[config.mk]
export PLATFORM = sky130hd
export DESIGN_NAME = fsp_flash_self_program_control
export DESIGN_NICKNAME = d
export VERILOG_FILES = /design/src/design/fsp_flash_self_program_control.v /design/src/design/fsp_page_mem.v
export VERILOG_INCLUDE_DIRS = /design/src /design/src/design
export SDC_FILE = /design/constraint.sdc
export NUM_CORES = 1
export LEC_CHECK = 0
export BUFFER_PORTS_ARGS = -buffer_cell sky130_fd_sc_hd__buf_2
export CAP_MARGIN = 20
export CELL_PAD_IN_SITES_DETAIL_PLACEMENT = 1
export CELL_PAD_IN_SITES_GLOBAL_PLACEMENT = 2
export CORE_MARGIN = 1
export CORE_UTILIZATION = 40
export DETAILED_ROUTE_END_ITERATION = 7
export PLACE_DENSITY = 0.8
export SYNTH_ARGS = -nofsm -noshare
export SYNTH_HDL_FRONTEND = slang
export SYNTH_SLANG_ARGS = --single-unit
[constraint.sdc]
create_clock -name mclk -period 2.97 [get_ports mclk]
set_input_delay 0.4455 -clock mclk [delete_from_list [all_inputs] [get_ports mclk]]
set_output_delay 0.4455 -clock mclk [all_outputs]
set_load 0.02 [all_outputs]
[src/design/fsp_consts.vh]
// constants for the flash self-programming sequencer
// assumes a 32-bit ahb-lite slave port and 16-bit program words
`ifndef FSP_CONSTS_VH
`define FSP_CONSTS_VH

// register byte offsets
`define FSP_CTRL_OFS 32'h0000_0000
`define FSP_NVR_OFS 32'h0000_0004

// control register bit positions
`define FSP_B_EN 0
`define FSP_B_ERASE 1
`define FSP_B_WRITE 2
`define FSP_B_LOCK 3
`define FSP_B_RRE 4
`define FSP_B_BUSY 6
`define FSP_B_IRQEN 7

// accepted low five command bits
`define FSP_CMD_LOAD 5'h01
`define FSP_CMD_ERASE 5'h03
`define FSP_CMD_WRITE 5'h05
`define FSP_CMD_LOCK 5'h09
`define FSP_CMD_RRE 5'h11

// store window and load window, in cpu clocks
`define FSP_SPM_WIN 3'h4
`define FSP_LPM_WIN 3'h3

// z-pointer values that select the non-volatile bytes
`define FSP_Z_FUSE_LO 16'h0000
`define FSP_Z_LOCK 16'h0001
`define FSP_Z_FUSE_EXT 16'h0002
`define FSP_Z_FUSE_HI 16'h0003

// flash operation codes
`define FSP_OP_ERASE 2'h1
`define FSP_OP_WRITE 2'h2
`define FSP_OP_LOCK 2'h3

// value of a word never loaded into the page buffer
`define FSP_ERASED_WORD 16'hffff

`endif

[src/design/fsp_flash_self_program_control.v]
// self-programming sequencer for on-chip program flash
// assumes cpu strobes synchronous to mclk and a flash macro that
// raises flash_busy after flash_start and lowers it when done
`include "fsp_consts.vh"

module fsp_flash_self_program_control #(
  parameter WORD_BITS = 6,
  parameter PAGE_BITS = 8,
  parameter [7:0] STALL_FIRST_PAGE = 8'he0
) (
  // clock and reset
  input wire mclk,
  input wire sys_rst,
  // ahb-lite slave
  input wire hsel,
  input wire [31:0] haddr,
  input wire [1:0] htrans,
  input wire hwrite,
  input wire [2:0] hsize,
  input wire [31:0] hwdata,
  input wire hready,
  output wire hreadyout,
  output wire hresp,
  output reg [31:0] hrdata,
  // cpu store and load instructions
  input wire spm_strobe,
  input wire lpm_strobe,
  input wire [15:0] cpu_z,
  input wire [15:0] cpu_r1r0,
  output reg lpm_override,
  output reg [7:0] lpm_data,
  output reg cpu_halt,
  output reg concurrent_region_busy,
  output wire spm_irq,
  // eeprom and non-volatile bytes
  input wire eeprom_write_busy,
  input wire [5:0] lock_bits,
  input wire [7:0] fuse_low_byte,
  input wire [7:0] fuse_high_byte,
  input wire [7:0] extended_fuse_byte,
  // flash macro
  output reg flash_start,
  output reg [1:0] flash_op,
  output reg [PAGE_BITS-1:0] flash_page,
  output reg [5:0] flash_lock_data,
  input wire flash_busy,
  input wire [WORD_BITS-1:0] flash_buf_idx,
  output wire [15:0] flash_buf_word
);

  localparam ST_IDLE = 2'd0;
  localparam ST_ARMED = 2'd1;
  localparam ST_START = 2'd2;
  localparam ST_RUN = 2'd3;
  localparam NW = 1 << WORD_BITS;

  // true for an accepted low five command bits pattern
  function cmd_ok;
    input [4:0] c;
    begin
      cmd_ok = (c == `FSP_CMD_LOAD) || (c == `FSP_CMD_ERASE) ||
        (c == `FSP_CMD_WRITE) || (c == `FSP_CMD_LOCK) ||
        (c == `FSP_CMD_RRE);
    end
  endfunction

  reg [1:0] state_reg;
  reg [4:0] cmd_reg;
  reg [2:0] win_reg;
  reg irq_en_reg;
  reg [NW-1:0] valid_reg;
  reg valid_q_reg;
  reg wr_pend_reg;
  reg [31:0] wr_addr_reg;

  wire [WORD_BITS-1:0] z_word = cpu_z[WORD_BITS:1];
  wire [PAGE_BITS-1:0] z_page = cpu_z[WORD_BITS+PAGE_BITS:WORD_BITS+1];
  wire enable_bit = (state_reg != ST_IDLE);
  wire armed = (state_reg == ST_ARMED) && (win_reg != 3'h0);
  wire spm_go = armed && spm_strobe && !eeprom_write_busy;
  wire nv_cmd = (cmd_reg == `FSP_CMD_LOCK);
  wire lpm_win = armed && (win_reg > (`FSP_SPM_WIN - `FSP_LPM_WIN));
  wire nv_z = (cpu_z[15:2] == 14'h0000);
  wire addr_ok = hsel && htrans[1] && hready;
  wire ctrl_wr = wr_pend_reg && (wr_addr_reg == `FSP_CTRL_OFS);
  wire [4:0] wcmd = hwdata[4:0];
  wire busy_op = (state_reg == ST_START) || (state_reg == ST_RUN);
  wire cmd_take = ctrl_wr && !busy_op && !eeprom_write_busy &&
    cmd_ok(wcmd);
  wire buf_we = spm_go && (cmd_reg == `FSP_CMD_LOAD);
  wire op_done = (state_reg == ST_RUN) && !flash_busy;
  wire [7:0] ctrl_view;

  ////////////////////////////////////////////////////////////////////
  // ahb-lite slave, zero wait states, always okay

  assign hreadyout = 1'b1;
  assign hresp = 1'b0;

  assign ctrl_view = {irq_en_reg, concurrent_region_busy, 1'b0,
    cmd_reg[4:1], enable_bit};

  always @(posedge mclk) begin
    if (sys_rst) begin
      wr_pend_reg <= 1'b0;
      wr_addr_reg <= 32'h0000_0000;
      hrdata <= 32'h0000_0000;
    end else begin
      wr_pend_reg <= addr_ok && hwrite;
      if (addr_ok) begin
        wr_addr_reg <= haddr;
      end
      if (addr_ok && !hwrite) begin
        case (haddr)
          `FSP_CTRL_OFS: begin
            hrdata <= {24'h00_0000, ctrl_view};
          end
          `FSP_NVR_OFS: begin
            hrdata <= {7'h00, eeprom_write_busy, 2'h3, lock_bits,
              16'h0000};
          end
          default: begin
            hrdata <= 32'h0000_0000;
          end
        endcase
      end
    end
  end

  ////////////////////////////////////////////////////////////////////
  // command sequencer

  always @(posedge mclk) begin
    if (sys_rst) begin
      irq_en_reg <= 1'b0;
    end else if (ctrl_wr) begin
      irq_en_reg <= hwdata[`FSP_B_IRQEN];
    end
  end

  assign spm_irq = irq_en_reg && !enable_bit;

  always @(posedge mclk) begin
    if (sys_rst) begin
      state_reg <= ST_IDLE;
      cmd_reg <= 5'h00;
      win_reg <= 3'h0;
      flash_start <= 1'b0;
      flash_op <= 2'h0;
      flash_page <= {PAGE_BITS{1'b0}};
      flash_lock_data <= 6'h3f;
      cpu_halt <= 1'b0;
    end else begin
      flash_start <= 1'b0;
      if (win_reg != 3'h0) begin
        win_reg <= win_reg - 3'h1;
      end
      case (state_reg)
        ST_IDLE: begin
          if (cmd_take) begin
            state_reg <= ST_ARMED;
            cmd_reg <= wcmd;
            win_reg <= `FSP_SPM_WIN;
          end
        end
        ST_ARMED: begin
          if (spm_go) begin
            case (cmd_reg)
              `FSP_CMD_WRITE: begin
                state_reg <= ST_START;
                flash_start <= 1'b1;
                flash_op <= `FSP_OP_WRITE;
                flash_page <= z_page;
                cpu_halt <= (z_page >= STALL_FIRST_PAGE);
              end
              `FSP_CMD_ERASE: begin
                state_reg <= ST_START;
                flash_start <= 1'b1;
                flash_op <= `FSP_OP_ERASE;
                flash_page <= z_page;
                cpu_halt <= (z_page >= STALL_FIRST_PAGE);
              end
              `FSP_CMD_LOCK: begin
                state_reg <= ST_START;
                flash_start <= 1'b1;
                flash_op <= `FSP_OP_LOCK;
                flash_lock_data <= cpu_r1r0[5:0];
                cpu_halt <= 1'b0;
              end
              default: begin
                state_reg <= ST_IDLE;
                cmd_reg <= 5'h00;
              end
            endcase
          end else if (lpm_strobe && lpm_win && nv_cmd &&
                       !eeprom_write_busy) begin
            state_reg <= ST_IDLE;
            cmd_reg <= 5'h00;
          end else if (win_reg == 3'h0) begin
            state_reg <= ST_IDLE;
            cmd_reg <= 5'h00;
          end
        end
        ST_START: begin
          if (flash_busy) begin
            state_reg <= ST_RUN;
          end
        end
        ST_RUN: begin
          if (op_done) begin
            state_reg <= ST_IDLE;
            cmd_reg <= 5'h00;
            cpu_halt <= 1'b0;
          end
        end
        default: begin
          state_reg <= ST_IDLE;
        end
      endcase
    end
  end

  ////////////////////////////////////////////////////////////////////
  // concurrent region busy flag

  always @(posedge mclk) begin
    if (sys_rst) begin
      concurrent_region_busy <= 1'b0;
    end else if (spm_go && (z_page < STALL_FIRST_PAGE) &&
                 ((cmd_reg == `FSP_CMD_WRITE) ||
                  (cmd_reg == `FSP_CMD_ERASE))) begin
      concurrent_region_busy <= 1'b1;
    end else if (spm_go && !flash_busy &&
                 ((cmd_reg == `FSP_CMD_RRE) ||
                  (cmd_reg == `FSP_CMD_LOAD))) begin
      concurrent_region_busy <= 1'b0;
    end
  end

  ////////////////////////////////////////////////////////////////////
  // load instruction answer

  always @(posedge mclk) begin
    if (sys_rst) begin
      lpm_override <= 1'b0;
      lpm_data <= 8'hff;
    end else begin
      lpm_override <= 1'b0;
      if (lpm_strobe && lpm_win && nv_cmd && nv_z &&
          !eeprom_write_busy) begin
        lpm_override <= 1'b1;
        case (cpu_z)
          `FSP_Z_FUSE_LO: begin
            lpm_data <= fuse_low_byte;
          end
          `FSP_Z_LOCK: begin
            lpm_data <= {2'h3, lock_bits};
          end
          `FSP_Z_FUSE_EXT: begin
            lpm_data <= extended_fuse_byte;
          end
          default: begin
            lpm_data <= fuse_high_byte;
          end
        endcase
      end
    end
  end

  ////////////////////////////////////////////////////////////////////
  // temporary page buffer

  wire [15:0] mem_rdata;

  fsp_page_mem #(
    .AW(WORD_BITS),
    .DW(16)
  ) u_mem (
    .clk(mclk),
    .we(buf_we),
    .waddr(z_word),
    .wdata(cpu_r1r0),
    .raddr(flash_buf_idx),
    .rdata(mem_rdata)
  );

  always @(posedge mclk) begin
    if (sys_rst && !flash_busy && !busy_op) begin
      valid_reg <= {NW{1'b0}};
    end else if (sys_rst) begin
      valid_reg <= valid_reg;
    end else if (op_done && (flash_op == `FSP_OP_WRITE)) begin
      valid_reg <= {NW{1'b0}};
    end else if (cmd_take && (wcmd == `FSP_CMD_RRE)) begin
      valid_reg <= {NW{1'b0}};
    end else if (eeprom_write_busy && !busy_op) begin
      valid_reg <= {NW{1'b0}};
    end else if (buf_we) begin
      valid_reg[z_word] <= 1'b1;
    end
    valid_q_reg <= valid_reg[flash_buf_idx];
  end

  assign flash_buf_word = valid_q_reg ? mem_rdata : `FSP_ERASED_WORD;

endmodule

[src/design/fsp_page_mem.v]
// temporary page buffer storage, one write and one read port
// assumes one clock; read data comes out of a register
module fsp_page_mem #(
  parameter AW = 6,
  parameter DW = 16
) (
  // clock
  input wire clk,
  // write port
  input wire we,
  input wire [AW-1:0] waddr,
  input wire [DW-1:0] wdata,
  // read port
  input wire [AW-1:0] raddr,
  output reg [DW-1:0] rdata
);

  reg [DW-1:0] mem [0:(1<<AW)-1];

  always @(posedge clk) begin
    if (we) begin
      mem[waddr] <= wdata;
    end
    rdata <= mem[raddr];
  end

endmodule

# After elaboration in Yosys (flattened, before gate mapping)
# Memory sizes are Yosys's and may differ from the RTL's. A register that Yosys moved wholly into a read port is not among the register bits.
# Index checks and enable logic that the tools add are counted.
# classes
bitwise_logic	4
add_sub_neg	1
n_lt_le_gt_ge	6
n_eq_ne	24
muxes	40
reduce_logical	65
# op_table
op	n
two-way mux 64 bit	4
zero test 32 bit	2
bitwise OR 64 bit	1
one-hot mux 25 bit (2 select lines)	1
equality test 32 x 3 -> 1 bit, second input constant	1
logical AND 1 bit	30
two-way mux 5 bit	6
one-hot mux 8 bit (3 select lines)	1
equality test 16 x 1 -> 1 bit, second input constant	1
equality test 16 x 2 -> 1 bit, second input constant	1
zero test 16 bit	1
two-way mux 16 bit	1
one-hot mux 5 bit (3 select lines)	1
zero test 14 bit	1
< comparator 6 x 7 -> 1 bit, second input constant	2
two-way mux 2 bit	7
equality test 5 x 1 -> 1 bit, second input constant	2
equality test 5 x 2 -> 1 bit, second input constant	2
equality test 5 x 3 -> 1 bit, second input constant	2
equality test 5 x 4 -> 1 bit, second input constant	2
equality test 5 bit, second input constant	2
two-way mux 1 bit	10
two-way mux 3 bit	3
AND reduction 3 bit	3
28 further kinds	53
# word_totals
elab_cells	158
n_memories	1
ramBits	1024
in_bits	146
ff_bits	169
# memory_table
memory	words	width	read_ports	rd_ports_with_merged_regs	write_ports	line_no	text
u_mem.mem	64	16	1	1	1	fsp_page_mem.v:18	reg [DW-1:0] mem [0:(1<<AW)-1];

# Depth between registers and ports, before layout
# Gate-level depths: netlist of the first run.
# logic_depth
word_depth	9
mapped_depth	10
ltp_nobuf	8

# Hierarchy
# A second synthesis of the first run with hierarchy kept.
# unflattened
cells_unflattened	2777
area_unflattened_um2	47818.4
# modules_own_cells
mod	area_per_inst_um2	seq_area_each_um2	n_inst	cells_per_inst
fsp_page_mem	40042.2	31069.8	1	1829
fsp_flash_self_program_control	7776.2	3042.9	1	948

# Worst setup path after synthesis of the first run
# OpenSTA, ideal clock, no wires.
# synth_path
path_kind	reg-to-reg
start	register win_reg[0]
end	memory u_mem.mem[0][0] (enable)
slack_ns	0.065
arrival_ns	2.516
n_path_buf	2
required_time_ns	2.582
path_stages_with_launch	10
path_cell_list	dfxtp_1 inv_1 ha_1 ha_1 nor4b_4 and4_1 clkbuf_1 nand2_1 clkbuf_1 nor2_1
# synth_via
elab_chain_cells	7
# synth_lines
element	line_no	text
start, declared	fsp_flash_self_program_control.v:69	reg [2:0] win_reg;
start signal, assigned	fsp_flash_self_program_control.v:156	win_reg <= win_reg - 3'h1;
start signal, assigned	fsp_flash_self_program_control.v:163	win_reg <= `FSP_SPM_WIN;
nonzero test 3 bit	fsp_flash_self_program_control.v:79	wire armed = (state_reg == ST_ARMED) && (win_reg != 3'h0);
logical AND 1 bit	fsp_flash_self_program_control.v:79	
logical AND 1 bit (2 in series)	fsp_flash_self_program_control.v:80	wire spm_go = armed && spm_strobe && !eeprom_write_busy;
logical AND 1 bit	fsp_flash_self_program_control.v:90	wire buf_we = spm_go && (cmd_reg == `FSP_CMD_LOAD);
two-way mux 1 bit	fsp_page_mem.v:21	if (we) begin
two-way mux 1 bit (implied by the code)	fsp_page_mem.v:22	mem[waddr] <= wdata;
end, declared	fsp_page_mem.v:18	
# Every way passes these cells.

# Final worst setup path of the first run
# layout_path
start	register win_reg[0]
end	memory u_mem.mem[57][12] (enable)
# The elaborated chain is that of the path after synthesis.

==> metrics.md, run 1 <==
| Metric | Value |
|---|---|
| Total Routed Length | `129000 um` |
| Post-synthesis sequential area ratio | `73.6%` |
| Commonest non-fill, non-tap cell in the layout | `edfxtp_1` |
| Flop2flop setup slack | `190 ps` |
| Critical Path Start | `win_reg[0]` |
| Max-cap check violation count | `0` |
| Total Power | `35100 uW` |
| Crit path time final | `2780 ps` |
| Total negative slack | `0 ps` |
| Vias in the first global route | `27700` |
| Syn Inst Count | `2523` |
| Final setup fails | `0` |
| Rows | `124` |
| Multi-input logic area | `0.0114 mm^2` |
| Reg-to-reg endpoint | `u_mem.mem[57][12]` |
| Setup crit end kind | `flop` |
| Worst path slowest cell | `and4_1` |
| Setup crit end | `u_mem.mem[57][12]` |
| GRT Util Overall | `21.9%` |
| RSZ-0062 raised after global routing | `no` |
| Initial detailed-routing violation count | `2633` |
| Worst r2r path cells | `9` |
| Avg Vias per Cell | `5.78` |
| Starting Density | `40.5%` |
| H-tree levels | `3` |
| Wire length of the first global-routing pass | `188000 um` |
| Die Footprint | `0.117 mm^2` |
| Yosys cell types | `65` |
| CORE AREA | `0.115 mm^2` |
| Clock buffer count from CTS | `118` |
| Pwr per Cell Area | `638 mW/mm^2` |
| CTS sink count | `1192` |
| Max reg flops | `1024` |
| Top Family by Delay on Critical Path | `simple AND/OR/NAND/NOR gates` |
| Area Overhead vs Synth | `18.8%` |
| Least-Margin Pin Slew | `1010 ps` |
| Most used DFF post-synth | `edfxtp_1` |
| Dpl cells | `4291` |
| Clock Skew | `32.4 ps` |
| Register area | `0.0341 mm^2` |
| Final hold slack | `42.4 ps` |
| Xor/xnor share of the synthesized area | `0.0567%` |
| Largest family of logic cells by synthesized area | `multiplexers` |
| Post-synthesis mux area share | `14.4%` |
| Crit path arrival time | `3160 ps` |
| CTS tree | `done` |
| Simple-gate share of the synthesized area | `5.30%` |
| Hold Crit Class | `input port to flop` |
| Sum of buffers and inverters on the critical path | `3` |
| Final nets | `3090` |
| Root Driver | `clkbuf_16` |
| Die Y | `342 um` |
| Avg Inst Size Synth | `18.4 um^2` |
| Seq cells post-synth | `1192` |
| Worst Setup Start Kind | `flop` |
| Fmax | `0.360 GHz` |
| Io pins | `225` |
| Status | `complete, but fails checks` |
| Syn Std Cell Area | `0.0463 mm^2` |
| Static leakage | `0.0181 uW` |
| Crit path max fanout | `16` |
| Reg-to-reg startpoint | `win_reg[0]` |
| Compound-Gate Fraction of Synth Area | `4.66%` |
| First-pass detailed-route iteration total | `8` |
| Slew Limit Headroom | `32.5%` |
| DRC viols | `8` |
| Initial antenna violation count | `13` |
| Worst Path Required | `3350 ps` |
| Worst-Skew Late Latency | `710 ps` |
| Final std cells w/o fill | `4560` |
| Total of warnings raised by yosys | `0` |
| Post-CTS Setup Bufs | `0` |
| Routed vias | `26400` |
| Placed wire-length estimate | `82200 um` |
| Worst path cell trace | `inv_1 -> ha_1 -> ha_1 -> nor4b_4 -> and4_1 -> nand3_1 -> buf_4 -> nor2_1 -> buf_4` |
| Post-route ant nets | `0` |
| Synth async-reset ratio | `0%` |
| Slew Viols, Final | `0` |
| Post-Synth Adder-Cell Area | `0.0810%` |
| Largest net degree at the start of global routing | `66` |
| VDD IR max | `0.000573 V` |
| Most frequent cells in the layout | `edfxtp_1 (1024), mux4_2 (260), buf_4 (181)` |
| Period Utilization, post-route | `93.6%` |
| Fill cells | `10800` |
| Maximum clock path buffer count | `3` |
| Clk pin slew, worst setup/hold paths | `60 ps` |
| Hold Vio Cnt, Final | `0` |
| Port bufs | `176` |
| Wirelength per Cell | `28.2 um` |
| Post-synth EDFFs | `1024` |
| CP max stage delay | `470 ps` |
| Placer congestion estimate | `0.832` |
| WP depth | `9` |
| Grt ovf | `0` |
| Critical path type | `flop to flop` |
| Failing checks | `DRC` |
| Share of layout cells above drive strength 1 | `29.3%` |
| Die width | `342 um` |
==> tightest hold or removal path, delay by kind of cell <==
family | cells | cell delay [ps]
AND/OR/NAND/NOR | 1 | 60
buffers and inverters | 1 | 110
AO/OA/AOI/OAI | 1 | 50
==> routing by layer <==
| metal | up-vias | share of wire (%) | track usage (%) |
|---|---|---|---|
| li1 | 11100 | - | - |
| met1 | 13900 | 41 | 29.8 |
| met2 | 1202 | 48 | 35.4 |
| met3 | 183 | 8.3 | 4.58 |
| met4 | 8 | 2.8 | 6.90 |
| met5 | - | 0.048 | 0 |
==> power by group <==
group          internal [uW]  total (uW)  switching, uW
Clock                   8510       14800           6330
Sequential             18200       18200           43.4
Combinational            742        1990           1240
==> worst min-delay path by stage <==
stage / to / slack [ps] / cells after the start / startpoint
after floorplan: valid_reg[43] / 430 / 1 / valid_reg[43]
after global placement: valid_reg[45] / 440 / 1 / valid_reg[45]
after detailed placement: valid_reg[44] / 440 / 1 / valid_reg[44]
after CTS: wr_addr_reg[18] / 0.9 / 3 / haddr[18]
after global routing: wr_addr_reg[8] / 30 / 3 / haddr[8]
final: wr_addr_reg[18] / 40 / 3 / haddr[18]
==> cell families after synthesis <==
group	after synthesis
buffers and inverters	182
adder cells (fa/ha/maj)	3
AO/OA/AOI/OAI	301
flip-flops	1192
other	2
XOR/XNOR	3
AND/OR/NAND/NOR	500
multiplexers	340
==> through the flow <==
step / area [um^2] / utilization, % / worst slack, ps
2_1_floorplan: 46400 / - / 65.5
3_3_place_gp: 50700 / 44.3 / 51.9
3_5_place_dp: 50700 / 44.3 / -73.0
4_1_cts: 55000 / 48.0 / 153
5_1_grt: 55000 / 48.1 / 47.2
6_report: 55000 / 48.1 / 189
==> layout make-up <==
class / count / area share, %
Antenna cell: 5 / 0.0227
Clock buffer: 152 / 5.78
Clock inverter: 70 / 1.20
Inverter: 17 / 0.116
Multi-Input combinational cell: 1165 / 20.8
Sequential cell: 1192 / 62.0
Tap cell: 1512 / 3.44
Timing Repair Buffer: 447 / 6.64
==> cell usage after synthesis, types with 8 or more instances <==
library cell / count / area, um^2
dfxtp_1: 168 / 3360
a22oi_1: 50 / 375
nor4_1: 17 / 106
nor2b_1: 20 / 125
nand2b_1: 35 / 219
nor2_1: 150 / 563
o22ai_1: 31 / 194
nand3_1: 45 / 225
and2_1: 8 / 50.1
a31oi_1: 11 / 68.8
mux4_2: 260 / 5860
buf_1: 17 / 63.8
nand2_1: 132 / 495
nand4_1: 12 / 75.1
a22o_1: 53 / 464
buf_4: 23 / 173
clkbuf_1: 75 / 282
buf_2: 49 / 245
inv_1: 17 / 63.8
edfxtp_1: 1024 / 30700
a21oi_1: 64 / 320
o21ai_0: 8 / 40.0
mux2_2: 26 / 293
mux2i_1: 54 / 541
o21ai_1: 8 / 40.0
nor3_1: 30 / 150
o211ai_1: 8 / 60.1
a211oi_1: 21 / 158
==> timing repair <==
item                       CTS  global route
setup endpoints to repair    0            16
gates resized for setup      0             1
hold buffers                40             0
hold endpoints to repair    40             0
(Power assumes the default switching activity.)
==> inputs of run 2 (changes only) <==
- CORE_UTILIZATION: 40 -> 30
- PLACE_DENSITY: 0.8 -> 0.65
==> run 2 against run 1 <==
  * The flow now finishes without violations
  * Final area is 2.8% higher
  * Global-route usage is 5.2 points lower
  * Total power is 3.5% higher
  * Register-to-register slack better by 20 ps
  * Core utilization is 11 points lower
  * First-iteration DRC count is 6.2% lower
  * Worst hold slack better by 42 ps
  * Clock power is 9% higher
  * Fmax is 0.86% higher
  * Critical endpoint is now u_mem.mem[52][2]
  * Largest cell class unchanged
==> metrics.md, run 2 (same netlist as run 1, synthesis figures left out) <==
| Metric | Value |
|---|---|
| Sw Pwr | `8080 uW (was 7620 uW)` |
| Setup crit end | `u_mem.mem[52][2] (was u_mem.mem[57][12])` |
| Most frequent cells in the layout | `edfxtp_1 (1024), mux4_2 (260), buf_2 (174) (was edfxtp_1 (1024), mux4_2 (260), buf_4 (181))` |
| Status | `finished clean (was complete, but fails checks)` |
| Worst path slowest cell | `nand3_1 (was and4_1)` |
| CORE AREA | `0.153 mm^2 (was 0.115 mm^2)` |
| Initial antenna violation count | `10 (was 13)` |
| Grt ovf | `0 (unchanged)` |
| CTS tree | `done (unchanged)` |
| Max-cap check violation count | `0 (unchanged)` |
| Cts repair resizes | `0 (unchanged)` |
| Final nets | `3111 (was 3090)` |
| Wire length of the first global-routing pass | `190000 um (was 188000 um)` |
| Largest net degree at the start of global routing | `75 (was 66)` |
| Crit path max fanout | `16 (unchanged)` |
| Flop2flop setup slack | `210 ps (was 190 ps)` |
| Vias in the first global route | `27400 (was 27700)` |
| Placed wire-length estimate | `85300 um (was 82200 um)` |
| Commonest non-fill, non-tap cell in the layout | `edfxtp_1 (unchanged)` |
| Die Footprint | `0.156 mm^2 (was 0.117 mm^2)` |
| Final setup fails | `0 (unchanged)` |
| Sw Ratio | `22.2% (was 21.7%)` |
| Met3 Track Usage GR | `3.74% (was 4.58%)` |
| Clock buffer count from CTS | `132 (was 118)` |
| Worst r2r path cells | `8 (was 9)` |
| First-pass detailed-route iteration total | `5 (was 8)` |
| Worst-Skew Late Latency | `750 ps (was 710 ps)` |
| Reg-to-reg startpoint | `win_reg[0] (unchanged)` |
| Critical Path Start | `win_reg[0] (unchanged)` |
| Die Y | `395 um (was 342 um)` |
| Clock Skew | `31.5 ps (was 32.4 ps)` |
| Multi-input logic area | `0.0114 mm^2 (unchanged)` |
| Internal | `28200 uW (was 27500 uW)` |
| Final hold slack | `83.9 ps (was 42.4 ps)` |
| Least-Margin Pin Slew | `1120 ps (was 1010 ps)` |
| Register area | `0.0341 mm^2 (unchanged)` |
| Period Utilization, post-route | `92.9% (was 93.6%)` |
| Static leakage | `0.0184 uW (was 0.0181 uW)` |
| Pwr per Cell Area | `642 mW/mm^2 (was 638 mW/mm^2)` |
| Slew Limit Headroom | `25.5% (was 32.5%)` |
| Io pins | `225 (unchanged)` |
| DRC viols | `0 (was 8)` |
| Worst path cell trace | `inv_1 -> ha_1 -> ha_1 -> nor4b_4 -> and4_1 -> nand3_1 -> nor2_1 -> buf_12 (was inv_1 -> ha_1 -> ha_1 -> nor4b_4 -> and4_1 -> nand3_1 -> buf_4 -> nor2_1 -> buf_4)` |
| Share of layout cells above drive strength 1 | `29.0% (was 29.3%)` |
| VDD IR max | `0.000415 V (was 0.000573 V)` |
| H-tree levels | `4 (was 3)` |
| Initial detailed-routing violation count | `2471 (was 2633)` |
| Fmax | `0.363 GHz (was 0.360 GHz)` |
| Total Routed Length | `131000 um (was 129000 um)` |
| Most common cell on crit path | `ha_1` |
| Area Overhead vs Synth | `22.1% (was 18.8%)` |
| Wirelength per Cell | `25.7 um (was 28.2 um)` |
| Fill cells | `15200 (was 10800)` |
| CTS sink count | `1192 (unchanged)` |
| CP max stage delay | `410 ps (was 470 ps)` |
| Worst Path Required | `3430 ps (was 3350 ps)` |
| Top Usage Layer GRT | `met2 (unchanged)` |
| Crit path time final | `2760 ps (was 2780 ps)` |
| Final std cells w/o fill | `5103 (was 4560)` |
| Critical path type | `flop to flop (unchanged)` |
| Root Driver | `clkbuf_16 (unchanged)` |
| Slew Viols, Final | `0 (unchanged)` |
| Total negative slack | `0 ps (unchanged)` |
| Maximum clock path buffer count | `3 (unchanged)` |
| GRT Util Overall | `16.7% (was 21.9%)` |
| Reg-to-reg endpoint | `u_mem.mem[52][2] (was u_mem.mem[57][12])` |
| Met2 GRT Util | `26.2% (was 35.4%)` |
| Clk pin slew, worst setup/hold paths | `60 ps (about the same)` |
| Comb power frac | `5.5% (was 5.7%)` |
| Port bufs | `176 (unchanged)` |
| Post-route ant nets | `0 (unchanged)` |
| RSZ-0062 raised after global routing | `no (unchanged)` |
| Hold Vio Cnt, Final | `0 (unchanged)` |
| Hold Crit Class | `input port to flop (unchanged)` |
| Dpl cells | `4804 (was 4291)` |
| Starting Density | `30.3% (was 40.5%)` |
| Crit path arrival time | `3220 ps (was 3160 ps)` |
| Max reg flops | `1024 (unchanged)` |
| Die width | `395 um (was 342 um)` |
| Routed vias | `25800 (was 26400)` |
| Worst Setup Start Kind | `flop (unchanged)` |
| N_diodes | `0 (was 5)` |
| Placer congestion estimate | `0.821 (was 0.832)` |
| Avg Vias per Cell | `5.06 (was 5.78)` |
| Rows | `143 (was 124)` |
| Seq pwr share | `50.3% (was 52.0%)` |
| Met1 Resource Use GR | `23.2% (was 29.8%)` |
| Setup crit end kind | `flop (unchanged)` |
| Clock power share | `44.3% (was 42.3%)` |
-- run 2: cell count changes in the layout (fill, tap and decap cells not counted), sizes merged --
cell,before,now
diode,5,0
dlygate4sd3,40,53
buf,405,400
clkinvlp,4,2
bufinv,11,8
inv,21,24
clkbuf,154,178
-- run 2: stage by stage --
stage	util, %	power, uW	area [um^2]	setup WS (ps)
final	37.0	36300	56500	212
after global routing	37.0	37400	56500	5.57
after floorplan	-	19600	46400	65.5
after CTS	37.0	36700	56500	164
after detailed placement	33.9	20600	51700	103
after global placement	33.9	20500	51700	129
-- run 2: power by group through the flow --
stage / Sequential, uW / Combinational [uW] / Clock (uW)
floorplan: 18600 / 977 / 0
global placement: 18600 / 1900 / 0
detailed placement: 18600 / 1950 / 0
CTS: 18200 / 2010 / 16500
global route: 18200 / 2120 / 17000
finish: 18200 / 1990 / 16100
-- run 2: timing repair --
item	4_1_cts	5_1_grt
hold buffers	53	0
endpoints found under the hold margin	53	0
buffers inserted	0	0
-- run 2: layer usage --
metal / vias to the layer above / part of all wire (%)
li1: 11100 / -
met1: 13600 / 44
met2: 899 / 46
met3: 180 / 6.9
met4: 6 / 2.2
met5: - / 0.021
-- run 2: critical path, delay by kind of cell, from the launching register on --
kind                     cells  cell delay [ps]
buffers and inverters        2              280
adder cells (fa/ha/maj)      2              430
AND/OR/NAND/NOR              4             1390
flip-flops                   1              350
-- run 2: how the worst min path moves through the flow --
| stage | start | end | slack, ps | depth (start not counted) |
|---|---|---|---|---|
| 3_3_place_gp | wr_addr_reg[17] | wr_addr_reg[17] | 440 | 2 |
| 2_1_floorplan | valid_reg[43] | valid_reg[43] | 430 | 1 |
| 6_report | cpu_r1r0[12] | u_mem.mem[3][12] | 80 | 1 |
| 5_1_grt | cpu_r1r0[12] | u_mem.mem[3][12] | 50 | 1 |
| 4_1_cts | cpu_r1r0[12] | u_mem.mem[3][12] | 20 | 1 |
| 3_5_place_dp | valid_reg[45] | valid_reg[45] | 450 | 1 |
-- run 2: layout make-up --
class | instances | share of cell area, %
clock buffer | 177 | 6.32
clock inverter | 68 | 1.24
inverter | 17 | 0.113
multi-input combinational | 1165 | 20.2
sequential | 1192 | 60.3
tap | 2030 | 4.49
timing repair buffer | 454 | 7.26
==> inputs of run 3 (changes only) <==
- ABC_AREA: not set -> 1
- PLACE_DENSITY: 0.65 -> 0.72
- SYNTH_HIERARCHICAL: not set -> 1
==> run 3 against run 2 <==
  * Core utilization shrank 0.73 points
  * Clock power grew 4%
  * Largest power group unchanged
  * Critical path depth grew 6
  * First-iteration DRC count grew 9.2%
  * Synthesized area grew 9.4%
  * Highest routed layer unchanged
  * Sequential power is essentially flat
  * Largest cell class unchanged
  * Critical path type unchanged
  * Global-route usage grew 2.5 points
==> metrics.md, run 3 <==
| Metric | Value |
|---|---|
| Yosys top cell by area | `edfxtp_1 (unchanged)` |
| Clock Skew | `40.1 ps (was 31.5 ps)` |
| Final hold slack | `57.8 ps (was 83.9 ps)` |
| Synth area leaders | `edfxtp_1 (61%), nand2_1 (11%), nand3_1 (10%), dfxtp_1 (6.6%), nor2_1 (2.1%) (was edfxtp_1 (66%), mux4_2 (13%), dfxtp_1 (7.3%), nor2_1 (1.2%), mux2i_1 (1.2%))` |
| Wirelength per Cell | `21.8 um (was 25.7 um)` |
| Worst path slowest cell | `dfxtp_1 (was nand3_1)` |
| Static leakage | `0.0227 uW (was 0.0184 uW)` |
| Port bufs | `176 (unchanged)` |
| Post-Place Setup Slack | `238 ps (was 103 ps)` |
| Routed vias | `37400 (was 25800)` |
| Least-Margin Pin Slew | `888 ps (was 1120 ps)` |
| Maximum clock path buffer count | `3 (unchanged)` |
| Starting Density | `30.3% (about the same)` |
| Worst path cell trace | `inv_1 -> ha_1 -> inv_1 -> nor2_4 -> nor2_4 -> nand3_2 -> nor2_1 -> inv_1 -> nor2_1 -> buf_4 -> nand4_1 -> buf_4 -> nor2_2 -> buf_12 (was inv_1 -> ha_1 -> ha_1 -> nor4b_4 -> and4_1 -> nand3_1 -> nor2_1 -> buf_12)` |
| Post-route ant nets | `0 (unchanged)` |
| Avg Inst Size Synth | `10.4 um^2 (was 18.4 um^2)` |
| Die width | `413 um (was 395 um)` |
| CORE AREA | `0.167 mm^2 (was 0.153 mm^2)` |
| Dpl cells | `7176 (was 4804)` |
| Commonest non-fill, non-tap cell in the layout | `nand2_1 (was edfxtp_1)` |
| Most numerous cell in the Yosys netlist | `nand2_1 (was edfxtp_1)` |
| CP max stage delay | `360 ps (was 410 ps)` |
| Hold Crit Class | `input port to flop (unchanged)` |
| Post-synth EDFFs | `1024 (unchanged)` |
| Top cell type's share of synthesized area | `60.7% (was 66.4%)` |
| Setup crit end kind | `flop (unchanged)` |
| CTS sink count | `1192 (unchanged)` |
| Total Routed Length | `164000 um (was 131000 um)` |
| Die Y | `413 um (was 395 um)` |
| Critical path type | `flop to flop (unchanged)` |
| Post-synthesis sequential area ratio | `67.3% (was 73.6%)` |
| Initial detailed-routing violation count | `2698 (was 2471)` |
| First-pass detailed-route iteration total | `5 (unchanged)` |
| Final std cells w/o fill | `7500 (was 5103)` |
| CTS tree | `done (unchanged)` |
| Placer congestion estimate | `0.797 (was 0.821)` |
| Grt ovf | `0 (unchanged)` |
| VDD IR max | `0.000604 V (was 0.000415 V)` |
| Max-cap check violation count | `0 (unchanged)` |
| Crit path arrival time | `3230 ps (was 3220 ps)` |
| Crit path max fanout | `16 (unchanged)` |
| Io pins | `225 (unchanged)` |
| Worst Setup Start Kind | `flop (unchanged)` |
| Syn Inst Count | `4865 (was 2523)` |
| Final Util | `36.3% (was 37.0%)` |
| Wire length of the first global-routing pass | `245000 um (was 190000 um)` |
| Crit path time final | `2750 ps (was 2760 ps)` |
| Total of warnings raised by yosys | `6 (was 0)` |
| Area Overhead vs Synth | `20.0% (was 22.1%)` |
| Pwr per Cell Area | `632 mW/mm^2 (was 642 mW/mm^2)` |
| Slew Viols, Final | `0 (unchanged)` |
| Share of layout cells above drive strength 1 | `12.8% (was 29.0%)` |
| Post-CTS Setup Bufs | `0 (unchanged)` |
| Worst Path Required | `3450 ps (was 3430 ps)` |
| Seq cells post-synth | `1192 (unchanged)` |
| Setup ws final | `225 ps (was 212 ps)` |
| Max reg flops | `1024 (unchanged)` |
| Yosys cell types | `39 (was 65)` |
| Largest net degree at the start of global routing | `104 (was 75)` |
| Placed wire-length estimate | `103000 um (was 85300 um)` |
| Root Driver | `clkbuf_16 (unchanged)` |
| Die Footprint | `0.171 mm^2 (was 0.156 mm^2)` |
| Fill cells | `18600 (was 15200)` |
| Avg Vias per Cell | `4.98 (was 5.06)` |
| Most frequent cells in the layout | `nand2_1 (1504), nand3_1 (1036), edfxtp_1 (1024) (was edfxtp_1 (1024), mux4_2 (260), buf_2 (174))` |
| Hold Vio Cnt, Final | `0 (unchanged)` |
| GRT Util Overall | `19.2% (was 16.7%)` |
| Rows | `150 (was 143)` |
| Initial antenna violation count | `12 (was 10)` |
| Most used DFF post-synth | `edfxtp_1 (unchanged)` |
| Clk pin slew, worst setup/hold paths | `60 ps (about the same)` |
| Synth async-reset ratio | `0% (unchanged)` |
| Period Utilization, post-route | `92.4% (was 92.9%)` |
| Fmax | `0.364 GHz (was 0.363 GHz)` |
| Vias in the first global route | `38200 (was 27400)` |
| Final nets | `5332 (was 3111)` |
| Status | `finished clean (unchanged)` |
| Most common cell on crit path | `inv_1 (was ha_1)` |
| Top cells by count, synth | `nand2_1 (1505), nand3_1 (1038), edfxtp_1 (1024), nor2_1 (290), a21oi_1 (192) (was edfxtp_1 (1024), mux4_2 (260), dfxtp_1 (168), nor2_1 (150), nand2_1 (132))` |
| RSZ-0062 raised after global routing | `no (unchanged)` |
| Slew Limit Headroom | `40.8% (was 25.5%)` |
| DRC viols | `0 (unchanged)` |
| Worst-Skew Late Latency | `790 ps (was 750 ps)` |
| Final setup fails | `0 (unchanged)` |
| Syn Std Cell Area | `0.0507 mm^2 (was 0.0463 mm^2)` |
| H-tree levels | `4 (unchanged)` |
| Clock buffer count from CTS | `140 (was 132)` |
## run 3: cell count changes in the layout (fill, tap and decap cells not counted), moves of 21 or more
cell,previous run,this run
mux2i_1,54,0
o22ai_1,31,10
nand3_1,45,1036
a22o_1,53,0
nand2_1,132,1504
mux2_2,26,0
inv_1,17,116
a21oi_1,64,192
o21ai_0,8,92
a22oi_1,50,0
nor3_1,30,8
mux4_2,260,0
nor2_1,148,277
nand2b_1,35,0
## run 3: final timing paths
kind | depth (start not counted) | endpoint | from | slack [ps]
max | 14 | u_mem/mem[5][7] | win_reg[0] | 220
min | 5 | lpm_data[7] | extended_fuse_byte[7] | 60
max reg2reg | 14 | u_mem/mem[5][7] | win_reg[0] | 220
min reg2reg | 2 | wr_addr_reg[14] | wr_addr_reg[14] | 440
## run 3: metrics by stage
step	TNS [ps]	area [um^2]	total power (uW)
2_1_floorplan	-33890	50800	20600
3_3_place_gp	0	55600	21800
3_5_place_dp	0	55600	21900
4_1_cts	0	60800	38900
5_1_grt	0	60800	39800
6_report	0	60800	38400
## run 3: what timing repair did
action / in CTS / in global routing
endpoints found under the setup margin: 0 / 0
hold endpoints to repair: 69 / 0
gates resized for setup: 0 / 0
hold buffers: 69 / 0
## run 3: area by class of cell
type	count	area [um^2]	area share, %
Clock inverter	74	747	1.23
Antenna cell	4	10.0	0.0165
Inverter	128	509	0.837
Sequential cell	1192	34100	56.1
Multi-Input combinational cell	3236	14300	23.6
Timing Repair Buffer	485	4570	7.51
Tap cell	2204	2760	4.54
Clock buffer	177	3760	6.19
## run 3: power by group
part	switching, uW	total, uW	internal (uW)
sequential	128	18500	18300
combinational	2200	3140	940
clock	7150	16800	9690
## run 3: critical path, delay by kind of cell (launching register included)
family	cells	cell delay, ps
buffers and inverters	6	940
AND/OR/NAND/NOR	7	920
flip-flops	1	360
adder cells (fa/ha/maj)	1	200
## run 3: logic make-up (layout without fill, tap and decap cells)
logic type | Yosys count | in the layout | share of synthesized area, %
adder cells (fa/ha/maj) | 3 | 3 | 0.0741
flip-flops | 1192 | 1192 | 67.3
buffers and inverters | 453 | 864 | 4.89
AO/OA/AOI/OAI | 309 | 309 | 3.12
XOR/XNOR | 1 | 1 | 0.0173
other | 2 | 22 | 0.0148
AND/OR/NAND/NOR | 2905 | 2905 | 24.6
## run 3: metal layers
layer | GRT usage [%] | vias to the layer above | part of all wire, %
met1 | 26.0 | 18900 | 45
met2 | 31.9 | 783 | 48
met4 | 5.20 | 4 | 2.3
met3 | 2.84 | 190 | 4.6
li1 | - | 17500 | -
met5 | 0 | - | 0.014
